==> config.mk <==
export PLATFORM = sky130hd
export DESIGN_NAME = adc_sequencing_control
export DESIGN_NICKNAME = d
export VERILOG_FILES = /design/src/adc_ctrl_pkg.sv /design/src/sar_core.sv /design/src/adc_sequencing_control.sv
export SDC_FILE = /design/constraint.sdc
export NUM_CORES = 1
export LEC_CHECK = 0
export BUFFER_PORTS_ARGS = -buffer_cell sky130_fd_sc_hd__buf_4
export CAP_MARGIN = 10
export CELL_PAD_IN_SITES_DETAIL_PLACEMENT = 2
export CELL_PAD_IN_SITES_GLOBAL_PLACEMENT = 2
export CORE_MARGIN = 2
export CORE_UTILIZATION = 30
export CTS_CLUSTER_DIAMETER = 120
export DETAILED_ROUTE_END_ITERATION = 8
export GPL_TIMING_DRIVEN = 0
export PLACE_DENSITY_LB_ADDON = 0.1
export SLEW_MARGIN = 0
export SYNTH_ARGS = -nofsm -noshare
export SYNTH_HDL_FRONTEND = slang
export SYNTH_SLANG_ARGS = --single-unit
export TNS_END_PERCENT = 10
==> constraint.sdc <==
create_clock -name ref_clk -period 2.8 [get_ports ref_clk]
set_input_delay 0.14 -clock ref_clk [delete_from_list [all_inputs] [get_ports ref_clk]]
set_output_delay 0.14 -clock ref_clk [all_outputs]
set_load 0.03 [all_outputs]
==> src/adc_ctrl_pkg.sv <==
// Purpose: Shared constants for the converter control block.
// Assumes: 100 MHz ref_clk, 32-bit AHB-Lite register bus.
// Notes:   Register offsets are byte addresses of aligned words.
package adc_ctrl_pkg;

    // Register byte offsets.
    localparam logic [7:0] MODE_OFS   = 8'h00;
    localparam logic [7:0] CHSEL_OFS  = 8'h04;
    localparam logic [7:0] RESULT_OFS = 8'h08;
    localparam logic [7:0] STATUS_OFS = 8'h0C;
    localparam logic [7:0] MASK_OFS   = 8'h10;

    // Mode register fields.
    localparam int RUN_BIT    = 7;
    localparam int FR_MSB     = 5;
    localparam int FR_LSB     = 3;
    localparam int CMP_EN_BIT = 0;

    // Status and mask register fields.
    localparam int FLAG_BIT    = 0;
    localparam int SUSPECT_BIT = 1;
    localparam int BUSY_BIT    = 8;
    localparam int SETTLED_BIT = 9;

    // Reset values.
    localparam logic [7:0] MODE_RST  = 8'h00;
    localparam logic [1:0] CHSEL_RST = 2'h0;
    localparam logic [9:0] RESULT_RST = 10'h000;
    localparam logic [1:0] MASK_RST  = 2'h0;

    // Converter geometry.
    localparam int RES_BITS  = 10;
    localparam int CH_BITS   = 2;
    // A conversion period is 12 units: 2 units sampling, 10 bit trials.
    localparam logic [1:0] SAMPLE_UNITS = 2'h2;
    localparam int PERIOD_UNITS = 12;
    // Unit length is (conversion-time field + 1) times this many cycles.
    localparam logic [6:0] UNIT_CYCLES = 7'h08;

    // Comparator settling time after enable.
    localparam int CLK_MHZ        = 100;
    localparam int SETTLE_US      = 14;
    localparam int SETTLE_CYCLES  = SETTLE_US * CLK_MHZ;

    typedef enum logic [1:0] {
        SAR_IDLE,
        SAR_SAMPLE,
        SAR_CONVERT
    } sar_state_t;

endpackage

==> src/sar_core.sv <==
// Purpose: Successive-approximation sequencer for one conversion stream.
// Assumes: cmp_in is already synchronised to ref_clk.
// Notes:   Converts back to back while run is high.
`timescale 1ns/100ps
module sar_core
(
    // Clock and reset.
    input  wire logic                ref_clk,
    input  wire logic                rst_b,
    // Control.
    input  wire logic                run,
    input  wire logic [2:0]          fr,
    input  wire logic [1:0]          chan,
    input  wire logic                cmp_in,
    // Analog side.
    output logic                     sample_reg,
    output logic [1:0]               chan_reg,
    output logic [9:0]               dac_reg,
    // Results.
    output logic                     done_reg,
    output logic [9:0]               result_reg,
    output logic                     busy_reg
);

    adc_ctrl_pkg::sar_state_t state_reg;
    adc_ctrl_pkg::sar_state_t state_next;
    logic [6:0] unit_len;
    logic [6:0] div_reg;
    logic [6:0] div_next;
    logic       unit_tick;
    logic [3:0] step_reg;
    logic [3:0] step_next;
    logic [1:0] chan_next;
    logic [9:0] dac_next;
    logic       done_next;
    logic [9:0] result_next;

    assign unit_len = 7'(({4'h0, fr} + 7'h01) * adc_ctrl_pkg::UNIT_CYCLES);
    assign unit_tick = (state_reg != adc_ctrl_pkg::SAR_IDLE)
                       && (div_reg == 7'h00);

    always_comb
    begin
        state_next  = state_reg;
        div_next    = (div_reg == 7'h00) ? unit_len - 7'h01 : div_reg - 7'h01;
        step_next   = step_reg;
        chan_next   = chan_reg;
        dac_next    = dac_reg;
        done_next   = 1'b0;
        result_next = result_reg;
        case (state_reg)
            adc_ctrl_pkg::SAR_IDLE:
            begin
                div_next = unit_len - 7'h01;
                if (run)
                begin
                    // Channel is latched here, so a later select change
                    // only takes effect on the next conversion.
                    state_next = adc_ctrl_pkg::SAR_SAMPLE;
                    step_next  = {2'h0, adc_ctrl_pkg::SAMPLE_UNITS} - 4'h1;
                    chan_next  = chan;
                end
            end
            adc_ctrl_pkg::SAR_SAMPLE:
            begin
                if (unit_tick)
                begin
                    if (step_reg == 4'h0)
                    begin
                        // Two of twelve units sample the input.
                        state_next = adc_ctrl_pkg::SAR_CONVERT;
                        step_next  = 4'(adc_ctrl_pkg::RES_BITS - 1);
                        dac_next   = 10'h200;
                    end
                    else
                    begin
                        step_next = step_reg - 4'h1;
                    end
                end
            end
            adc_ctrl_pkg::SAR_CONVERT:
            begin
                if (unit_tick)
                begin
                    // Keep the trial bit when the input is above the DAC,
                    // then try the next lower bit.
                    if (!cmp_in)
                    begin
                        dac_next[step_reg] = 1'b0;
                    end
                    if (step_reg == 4'h0)
                    begin
                        done_next   = 1'b1;
                        result_next = dac_next;
                        state_next  = adc_ctrl_pkg::SAR_SAMPLE;
                        step_next   = {2'h0, adc_ctrl_pkg::SAMPLE_UNITS}
                                      - 4'h1;
                        chan_next   = chan;
                    end
                    else
                    begin
                        step_next = step_reg - 4'h1;
                        dac_next[step_reg - 4'h1] = 1'b1;
                    end
                end
            end
            default:
            begin
                state_next = adc_ctrl_pkg::SAR_IDLE;
            end
        endcase
        // Clearing run abandons any conversion in flight.
        if (!run)
        begin
            state_next = adc_ctrl_pkg::SAR_IDLE;
            done_next  = 1'b0;
        end
    end

    always_ff @(posedge ref_clk or negedge rst_b)
    begin
        if (!rst_b)
        begin
            state_reg  <= adc_ctrl_pkg::SAR_IDLE;
            div_reg    <= 7'h00;
            step_reg   <= 4'h0;
            chan_reg   <= 2'h0;
            dac_reg    <= 10'h000;
            done_reg   <= 1'b0;
            result_reg <= 10'h000;
            sample_reg <= 1'b0;
            busy_reg   <= 1'b0;
        end
        else
        begin
            state_reg  <= state_next;
            div_reg    <= div_next;
            step_reg   <= step_next;
            chan_reg   <= chan_next;
            dac_reg    <= dac_next;
            done_reg   <= done_next;
            result_reg <= result_next;
            sample_reg <= (state_next == adc_ctrl_pkg::SAR_SAMPLE);
            busy_reg   <= (state_next != adc_ctrl_pkg::SAR_IDLE);
        end
    end

    // Helper: length of each sampling window in cycles.
    logic [7:0] samp_cnt_reg;
    always_ff @(posedge ref_clk or negedge rst_b)
    begin
        if (!rst_b)
            samp_cnt_reg <= 8'h00;
        else if (sample_reg)
            samp_cnt_reg <= samp_cnt_reg + 8'h01;
        else
            samp_cnt_reg <= 8'h00;
    end
endmodule

==> src/adc_sequencing_control.sv <==
// Purpose: Register file, priority and interrupt logic of the converter.
// Assumes: Sole AHB-Lite slave; word accesses only; comparator_in is asynchronous.
// Notes:   Zero wait states; every response is OKAY.
//
// Implementation choices: the AHB-Lite slave port and the register offsets.
`timescale 1ns/100ps
module adc_sequencing_control
(
    // Clock and reset.
    input  wire logic        ref_clk,
    input  wire logic        rst_b,
    // AHB-Lite slave.
    input  wire logic        hsel,
    input  wire logic [31:0] haddr,
    input  wire logic [1:0]  htrans,
    input  wire logic        hwrite,
    input  wire logic [2:0]  hsize,
    input  wire logic [31:0] hwdata,
    input  wire logic        hready,
    output logic      [31:0] hrdata,
    output logic             hreadyout,
    output logic             hresp,
    // Analog front end.
    input  wire logic        comparator_in,
    output logic             sample_hold,
    output logic      [1:0]  analog_input_channels,
    output logic      [9:0]  dac_code,
    output logic             comparator_enable_bit,
    // Interrupts.
    output logic             conversion_end_irq,
    output logic             irq
);

    logic        cmp_meta_reg;
    logic        cmp_sync_reg;
    logic [7:0]  converter_mode_reg;
    logic [7:0]  mode_next;
    logic [1:0]  channel_select_reg;
    logic [1:0]  chsel_next;
    logic [9:0]  conversion_result_reg;
    logic [9:0]  result_next;
    logic        conversion_irq_flag;
    logic        flag_next;
    logic        suspect_reg;
    logic        suspect_next;
    logic [1:0]  mask_reg;
    logic [1:0]  mask_next;
    logic [10:0] settle_reg;
    logic [10:0] settle_next;
    logic        settled;
    logic        wr_pend_reg;
    logic [7:0]  wr_addr_reg;
    logic [31:0] hrdata_next;
    logic        addr_ok;
    logic        rd_accept;
    logic        mode_wr;
    logic        chsel_wr;
    logic        stat_wr;
    logic        mask_wr;
    logic        cfg_wr;
    logic        accept_done;
    logic        irq_next;
    logic        core_done;
    logic [9:0]  core_result;
    logic        core_busy;
    logic        core_sample;
    logic [1:0]  core_chan;
    logic [9:0]  core_dac;

    // The comparator output is analog-timed, so it is synchronised first.
    always_ff @(posedge ref_clk or negedge rst_b)
    begin
        if (!rst_b)
        begin
            cmp_meta_reg <= 1'b0;
            cmp_sync_reg <= 1'b0;
        end
        else
        begin
            cmp_meta_reg <= comparator_in;
            cmp_sync_reg <= cmp_meta_reg;
        end
    end

    sar_core u_sar_core
    (
        .ref_clk    (ref_clk),
        .rst_b      (rst_b),
        .run        (converter_mode_reg[adc_ctrl_pkg::RUN_BIT]),
        .fr         (converter_mode_reg[adc_ctrl_pkg::FR_MSB:
                                        adc_ctrl_pkg::FR_LSB]),
        .chan       (channel_select_reg),
        .cmp_in     (cmp_sync_reg),
        .sample_reg (core_sample),
        .chan_reg   (core_chan),
        .dac_reg    (core_dac),
        .done_reg   (core_done),
        .result_reg (core_result),
        .busy_reg   (core_busy)
    );

    // hsize is not decoded: only whole-word transfers are supported.
    assign addr_ok   = hsel && htrans[1] && hready;
    assign rd_accept = addr_ok && !hwrite;
    assign mode_wr   = wr_pend_reg && (wr_addr_reg == adc_ctrl_pkg::MODE_OFS);
    assign chsel_wr  = wr_pend_reg && (wr_addr_reg == adc_ctrl_pkg::CHSEL_OFS);
    assign stat_wr   = wr_pend_reg
                       && (wr_addr_reg == adc_ctrl_pkg::STATUS_OFS);
    assign mask_wr   = wr_pend_reg && (wr_addr_reg == adc_ctrl_pkg::MASK_OFS);
    assign cfg_wr    = mode_wr || chsel_wr;
    // A configuration write in the completion cycle discards the result.
    assign accept_done = core_done && !cfg_wr;
    assign settled     = (settle_reg == 11'(adc_ctrl_pkg::SETTLE_CYCLES));

    always_comb
    begin
        mode_next   = converter_mode_reg;
        chsel_next  = channel_select_reg;
        mask_next   = mask_reg;
        settle_next = settle_reg;
        if (mode_wr)
        begin
            // Bit 7 runs, bits 5:3 pick the period, bit 0 powers.
            mode_next = hwdata[7:0] & 8'hB9;
        end
        if (chsel_wr)
        begin
            chsel_next = hwdata[1:0];
        end
        if (mask_wr)
        begin
            mask_next = hwdata[1:0];
        end
        if (!converter_mode_reg[adc_ctrl_pkg::CMP_EN_BIT])
        begin
            settle_next = 11'h000;
        end
        else if (!settled)
        begin
            settle_next = settle_reg + 11'h001;
        end
    end

    always_comb
    begin
        // A read sampled in this cycle captured the old value already.
        result_next = accept_done ? core_result : conversion_result_reg;
        // Set wins over a write-one clear; a channel write never clears.
        flag_next = accept_done
                    || (conversion_irq_flag
                        && !(stat_wr && hwdata[adc_ctrl_pkg::FLAG_BIT]));
        // Run rising before the comparator has settled.
        suspect_next = (mode_wr && hwdata[adc_ctrl_pkg::RUN_BIT]
                        && !converter_mode_reg[adc_ctrl_pkg::RUN_BIT]
                        && !(converter_mode_reg[adc_ctrl_pkg::CMP_EN_BIT]
                             && settled))
                       || (suspect_reg
                           && !(stat_wr && hwdata[adc_ctrl_pkg::SUSPECT_BIT]));
        irq_next = |({suspect_next, flag_next} & mask_next);
        hrdata_next = 32'h0000_0000;
        case (haddr[7:0])
            adc_ctrl_pkg::MODE_OFS:   hrdata_next[7:0] = converter_mode_reg;
            adc_ctrl_pkg::CHSEL_OFS:  hrdata_next[1:0] = channel_select_reg;
            adc_ctrl_pkg::RESULT_OFS: hrdata_next[9:0] = conversion_result_reg;
            adc_ctrl_pkg::STATUS_OFS:
            begin
                hrdata_next[adc_ctrl_pkg::FLAG_BIT]    = conversion_irq_flag;
                hrdata_next[adc_ctrl_pkg::SUSPECT_BIT] = suspect_reg;
                hrdata_next[adc_ctrl_pkg::BUSY_BIT]    = core_busy;
                hrdata_next[adc_ctrl_pkg::SETTLED_BIT] = settled;
            end
            adc_ctrl_pkg::MASK_OFS:   hrdata_next[1:0] = mask_reg;
            default:                  hrdata_next = 32'h0000_0000;
        endcase
        if (!rd_accept || (haddr[31:8] != 24'h00_0000))
        begin
            hrdata_next = 32'h0000_0000;
        end
    end

    always_ff @(posedge ref_clk or negedge rst_b)
    begin
        if (!rst_b)
        begin
            converter_mode_reg    <= adc_ctrl_pkg::MODE_RST;
            channel_select_reg    <= adc_ctrl_pkg::CHSEL_RST;
            conversion_result_reg <= adc_ctrl_pkg::RESULT_RST;
            mask_reg              <= adc_ctrl_pkg::MASK_RST;
            conversion_irq_flag   <= 1'b0;
            suspect_reg           <= 1'b0;
            settle_reg            <= 11'h000;
            wr_pend_reg           <= 1'b0;
            wr_addr_reg           <= 8'h00;
            hrdata                <= 32'h0000_0000;
            hreadyout             <= 1'b0;
            hresp                 <= 1'b0;
            conversion_end_irq    <= 1'b0;
            irq                   <= 1'b0;
            sample_hold           <= 1'b0;
            analog_input_channels <= 2'h0;
            dac_code              <= 10'h000;
            comparator_enable_bit <= 1'b0;
        end
        else
        begin
            converter_mode_reg    <= mode_next;
            channel_select_reg    <= chsel_next;
            conversion_result_reg <= result_next;
            mask_reg              <= mask_next;
            conversion_irq_flag   <= flag_next;
            suspect_reg           <= suspect_next;
            settle_reg            <= settle_next;
            wr_pend_reg           <= addr_ok && hwrite
                                     && (haddr[31:8] == 24'h00_0000);
            wr_addr_reg           <= haddr[7:0];
            hrdata                <= hrdata_next;
            hreadyout             <= 1'b1;
            hresp                 <= 1'b0;
            conversion_end_irq    <= accept_done;
            irq                   <= irq_next;
            sample_hold           <= core_sample;
            analog_input_channels <= core_chan;
            dac_code              <= core_dac;
            comparator_enable_bit <= mode_next[adc_ctrl_pkg::CMP_EN_BIT];
        end
    end
endmodule

# ---- Word-level counts from Yosys, hierarchy flattened
# Index checks and enable logic that the tools add are counted.
dict set report word_totals {
  reg_bits 129
  inputBits 75
  elab_cells 148
}
dict set report classes {
  addsub 5
  n_lt_le_gt_ge 4
  n_eq_ne 17
  n_mux 41
  bitwise 4
  reduce_logical 49
}
# op n
set ops {}
lappend ops {{10-bit two-way mux} 8}
lappend ops {{8-bit by 4-bit == test with 1-bit output (second input constant)} 3}
lappend ops {{24-bit zero test} 1}
lappend ops {{24-bit nonzero test} 1}
lappend ops {{11-bit two-way mux} 2}
lappend ops {{1-bit logical AND} 21}
lappend ops {{4-bit two-way mux} 5}
lappend ops {{10-bit one-hot mux with 2 select lines} 1}
lappend ops {{2-bit two-way mux} 9}
lappend ops {{8-bit by 3-bit == test with 1-bit output (second input constant)} 2}
lappend ops {{8-bit by 5-bit == test with 1-bit output (second input constant)} 2}
lappend ops {{8-bit zero test} 2}
lappend ops {{7-bit two-way mux} 2}
lappend ops {{7-bit by 1-bit subtractor with 7-bit output (second input constant)} 2}
lappend ops {{4-bit one-hot mux with 3 select lines} 1}
lappend ops {{6-bit one-hot mux with 2 select lines} 1}
lappend ops {{4-bit AND reduction} 3}
lappend ops {{11-bit by 1-bit adder with 11-bit output (second input constant)} 1}
lappend ops {{11-bit == test (second input constant)} 1}
lappend ops {{10-bit AND} 1}
lappend ops {{4-bit by 5-bit < comparator with 1-bit output (second input constant)} 2}
lappend ops {{10-bit inverter} 1}
lappend ops {{10-bit OR} 1}
lappend ops {{2-bit one-hot mux with 5 select lines} 1}
lappend ops {{21 further kinds} 46}

# ---- Depth between registers and ports, before layout
dict set report depth {
  word_depth 13
  depth_mapped 8
  depth_no_buf 6
}

# ---- Modules after synthesis
# From an unflattened synthesis, not the netlist that was laid out.
dict set report unflattened {
  hier_cells 465
  area_unflattened_um2 5162.5
}
# mod instances cells_per_inst area_per_inst_um2 seq_area_each_um2
set by_module_without_submodules {}
lappend by_module_without_submodules {adc_sequencing_control 1 228 2961.6 1726.7}
lappend by_module_without_submodules {sar_core 1 237 2200.9 950.9}

# ---- Worst setup path after synthesis
# Ideal clock, no wire load.
dict set report synth_path {
  path_type {register -> register}
  from {register u_sar_core.div_reg[3]}
  to {register u_sar_core.result_reg[9]}
  arrival_time_ns 1.904
  t_required_ns 2.672
  setup_slack_ns 0.768
  path_stages_with_launch 7
  path_buffers 2
  synth_period_minus_slack_ns 2.032
  cell_sequence {dfrtp_1 > or4_1 > buf_2 > or4_4 > buf_4 > nand2_1 > o21ai_2}
}
dict set report synth_via {
  elab_chain_cells 3
}
# element line
set synth_lines {}
lappend synth_lines {{start, declared} sar_core.sv:28} ;# logic [6:0] div_reg;
lappend synth_lines {{start signal, assigned} sar_core.sv:137} ;# div_reg <= div_next;
lappend synth_lines {{7-bit zero test} sar_core.sv:40} ;# && (div_reg == 7'h00);
lappend synth_lines {{1-bit logical AND} sar_core.sv:40}
lappend synth_lines {{3-bit AND reduction (no source line)} n/a}
lappend synth_lines {{end signal, assigned} sar_core.sv:142} ;# result_reg <= result_next;
lappend synth_lines {{end, declared} sar_core.sv:21} ;# output logic [9:0] result_reg,
# Every way passes these cells.
# A chain may end at the register's enable or synchronous reset.

# ---- Final worst setup path
dict set report layout_path {
  from {register u_sar_core.state_reg[1]}
  to {register u_sar_core.dac_reg[9]}
}
dict set report layout_via {
  elab_chain_cells 4
  word_cells_on_any_way 10
  cone_classes {5 x eq/ne; 1 x mux; 4 x reduce/logical}
}
# element line
set layout_lines {}
lappend layout_lines {{start, declared} sar_core.sv:25} ;# adc_ctrl_pkg::sar_state_t state_reg;
lappend layout_lines {{start signal, assigned} sar_core.sv:124} ;# state_reg <= adc_ctrl_pkg::SAR_IDLE;
lappend layout_lines {{start signal, assigned} sar_core.sv:136} ;# state_reg <= state_next;
lappend layout_lines {{2-bit nonzero test} sar_core.sv:39} ;# assign unit_tick = (state_reg != adc_ctrl_pkg::SAR_IDLE)
lappend layout_lines {{1-bit logical AND} sar_core.sv:40}
lappend layout_lines {{2-bit by 1-bit != test with 1-bit output (no source line)} n/a}
lappend layout_lines {{4-bit AND reduction (no source line)} n/a}
lappend layout_lines {{end signal, assigned} sar_core.sv:140} ;# dac_reg <= dac_next;
lappend layout_lines {{end, declared} sar_core.sv:18} ;# output logic [9:0] dac_reg,
# Several ways; a longest one is shown, not always the timed one.

==> results summary <==
The hold path depth came out at 2. The sum of routed wire length over all layers came out at 13.84 mm. The critical path is of the flop to flop type.

The tree is rooted in a clkbuf_16. In this run, CTS created clock tree buffers numbering 9. The sink count of the clock tree is 107. The hold violation count in the final report came to 0. The overall power of the completed layout is 3.523 mW.

In this run the number of H-tree levels came out at 3. The largest total area in the synthesized netlist belongs to dfrtp_1. The share of total power dissipated in sequential elements is 49.3%.

Leaving out fill and tap cells, the most frequent cell in the layout is dfrtp_1. The final net count is 659. The clock-pin slew on the worst setup and hold paths came out at 0.07 ns. The internal power is 2.566 mW. Across the run, the number of max-cap violations was 0. The via density per instance is 4.840.

The share of total power in combinational logic came out at 15.2%. The number of buffers on the longest clock path is 2. The data required time at the worst endpoint came out at 3.04 ns. The leakage power is 2.911 nW. The number of enable flip-flop cells after synthesis is 0. In the layout the commonest cells are dfrtp_1, buf_4, nand2_1. The maximum clock frequency is 403.4 MHz. The worst-case register-to-register setup slack came out at 0.32 ns. The shortest period the worst path allows is 2.479 ns. For this run, asynchronously set or reset flops after synthesis account for 100.0%. The starting density of the core came out at 30.64%.

The worst setup margin is 0.3212 ns. The CTS tree is done. The average size of a mapped cell came out at 11.01 um^2. The endpoint identified for the worst register-to-register timing path is u_sar_core.dac_reg[9]$_DFFE_PN0P_. The maximum clock skew at final layout came out at 0.006012 ns. Port buffering added 71 buffers. The transition time at the pin with the least slew margin is 0.8266 ns. The first global-routing pass estimated 23.28 mm of wire. The total overflow left after global routing is 0. In this run the power density over the cells is 553.2 nW/um^2.

For hold timing, the worst endpoint is converter_mode_reg[5]$_DFFE_PN0P_. The initial antenna violation count was 0. Setup repair after global routing left no endpoint under its margin.

In this run the critical register-to-register path is launched from u_sar_core.state_reg[1]$_DFF_PN0_. The floorplan step defined a core boundary enclosing 16520 um^2. Dividing the detail-routed wire length by the instance count gives 17.29 um. In this run the most critical hold path is launched from hwdata[5]. STA classifies the critical path endpoint as a flop. The clock latency on the worst-skew pair is 0.35 ns. The area growth from synthesis to layout came out at 25.80%.

The synthesized instance count is 460. The max-slew violation count came out at 0. The clock network is responsible for 35.5% of the overall power. The die covers 17930 um^2. The number of diodes is 0.

The final standard cell utilization of the core came out at 38.54%. The floorplan has 47 rows. The last weighted congestion value of the routability-driven placer is 0.8209. The pin count of the biggest net entering global routing is 66.

Summing the sequential cell areas from Yosys gives 52.89% of the chip area. The detailed-router iteration count before antenna repair is 6. The top cell type's share of synthesized area is 52.89%.

The worst pin sits at a relative slew slack of 43.32%. The worst path uses 88.53% of the clock period. The worst vdd rail ir drop came out at 0.3396 mV. The aggregate global-route resource usage is 16.52%. The flow ran to the end, and the final reports show no timing, DRC or antenna violations.

In this run switching power makes up 27.16% of total power. STA classifies the critical path startpoint as a flop. By area the synthesized netlist is led by dfrtp_1, mux2_2, buf_4. Among all flip-flop cells after synthesis, the most frequent one is dfrtp_1. The number of flip-flops in the largest register came out at 11. The die width came out at 133.9 um. The worst hold path belongs to the class input port to flop. The layout cell share with drive strength beyond 1 is 26.55%. The via count of the first global-routing pass came out at 4372.

The net switching power of the design is 0.9569 mW. The final setup TNS came out at 0 ns. Counting cells, the worst reg-to-reg path comes to 6. The die boundary height came out at 133.9 um.

For this run, the number of Yosys warnings is 0. The area of the mapped netlist came out at 5062 um^2. The arrival time of data at the critical path endpoint is 2.71 ns. The residual antenna-violating net count after detailed routing is 0. Yosys mapped the design onto 59 distinct sky130hd cell types. After detailed routing, the number of remaining DRC violations is 0.

The violation count after the first detailed-routing iteration came out at 120. The final HPWL from detailed placement came out at 10.58 mm. The number of endpoints failing setup at the final stage came out at 0. The number of primary I/O pins is 125. The total via count after detailed routing is 3872.

The maximum fanout count along the critical path came out at 9. The register bit total from synthesis is 107. The minimum setup slack after placement came out at 0.3036 ns.
-- layer usage --
layer	up-vias	wire length (um)	global-route usage, %
li1	1838	-	-
met1	1974	5933	20.46
met2	50	7390	29.34
met3	10	391	4.006
met4	0	119	3.369
met5	-	0	0
-- Yosys cell counts (7+ instances only) --
cell type,number
nor2b_1,7
inv_1,17
buf_4,24
dfrtp_1,107
xor2_1,8
nand2b_1,7
clkbuf_1,11
o21ai_2,9
ha_1,9
mux2_2,21
nor2_1,21
nor3_1,9
mux2i_1,11
nand2_1,40
o31ai_1,10
o21ai_0,24
nor4_1,7
a21oi_1,10
-- how the worst max path moves through the flow --
stage / start / to / slack [ns] / cells past startpoint
floorplan: u_sar_core.div_reg[3]$_DFF_PN0_ / u_sar_core.result_reg[9]$_DFFE_PN0P_ / 0.77 / 6
detailed placement: u_sar_core.state_reg[1]$_DFF_PN0_ / u_sar_core.dac_reg[9]$_DFFE_PN0P_ / 0.30 / 6
CTS: u_sar_core.state_reg[1]$_DFF_PN0_ / u_sar_core.dac_reg[9]$_DFFE_PN0P_ / 0.26 / 6
global route: u_sar_core.state_reg[1]$_DFF_PN0_ / u_sar_core.dac_reg[9]$_DFFE_PN0P_ / 0.13 / 6
global placement: u_sar_core.state_reg[1]$_DFF_PN0_ / u_sar_core.dac_reg[9]$_DFFE_PN0P_ / 0.33 / 6
finish: u_sar_core.state_reg[1]$_DFF_PN0_ / u_sar_core.dac_reg[9]$_DFFE_PN0P_ / 0.32 / 6
-- repair_timing --
item                                   CTS  global route
resized for setup                        0             0
endpoints found under the hold margin   51             0
hold buffers                            10             0
setup buffers                            0             0
-- logic make-up after synthesis --
| family | after synthesis | share of synthesized area (%) |
|---|---|---|
| other | 2 | 0.1483 |
| XOR/XNOR | 14 | 2.422 |
| AO/OA/AOI/OAI | 93 | 12.70 |
| multiplexers | 32 | 6.846 |
| flip-flops | 107 | 52.89 |
| buffers and inverters | 58 | 6.302 |
| AND/OR/NAND/NOR | 145 | 16.46 |
| adder cells (fa/ha/maj) | 9 | 2.224 |
-- critical path: stages, from the launching register on --
cell      delay [ns]
dfrtp_1         0.42
inv_1           0.11
ha_1            0.15
clkbuf_1        0.33
mux2i_1         0.75
nor2_1          0.26
mux2_2          0.33
-- area by class of cell --
| cell class | count | area (um^2) |
|---|---|---|
| Tap cell | 220 | 275.3 |
| Multi-Input combinational cell | 317 | 2148 |
| Fill cell | 1769 | 10160 |
| Timing Repair Buffer | 82 | 660.6 |
| Inverter | 17 | 63.81 |
| Sequential cell | 107 | 2678 |
| Buffer | 41 | 255.2 |
| Clock buffer | 12 | 236.5 |
| Clock inverter | 4 | 51.30 |
-- per-stage QoR --
step	hold WS (ns)	instances	area [um^2]
6_report	0.02159	800	6369
3_3_place_gp	0.2490	773	5953
3_5_place_dp	0.1847	774	5981
4_1_cts	0.003010	800	6369
2_1_floorplan	-0.1556	482	5145
5_1_grt	0.006739	800	6369
-- power groups by stage --
| stage | registers [mW] | clock network, mW | logic, mW |
|---|---|---|---|
| 3_3_place_gp | 1.77 | 0 | 0.509 |
| 6_report | 1.74 | 1.25 | 0.535 |
| 3_5_place_dp | 1.77 | 0 | 0.530 |
| 4_1_cts | 1.74 | 1.31 | 0.543 |
| 2_1_floorplan | 1.83 | 0 | 0.229 |
| 5_1_grt | 1.76 | 1.37 | 0.590 |
Note: power is estimated with default switching activity, not from simulation.
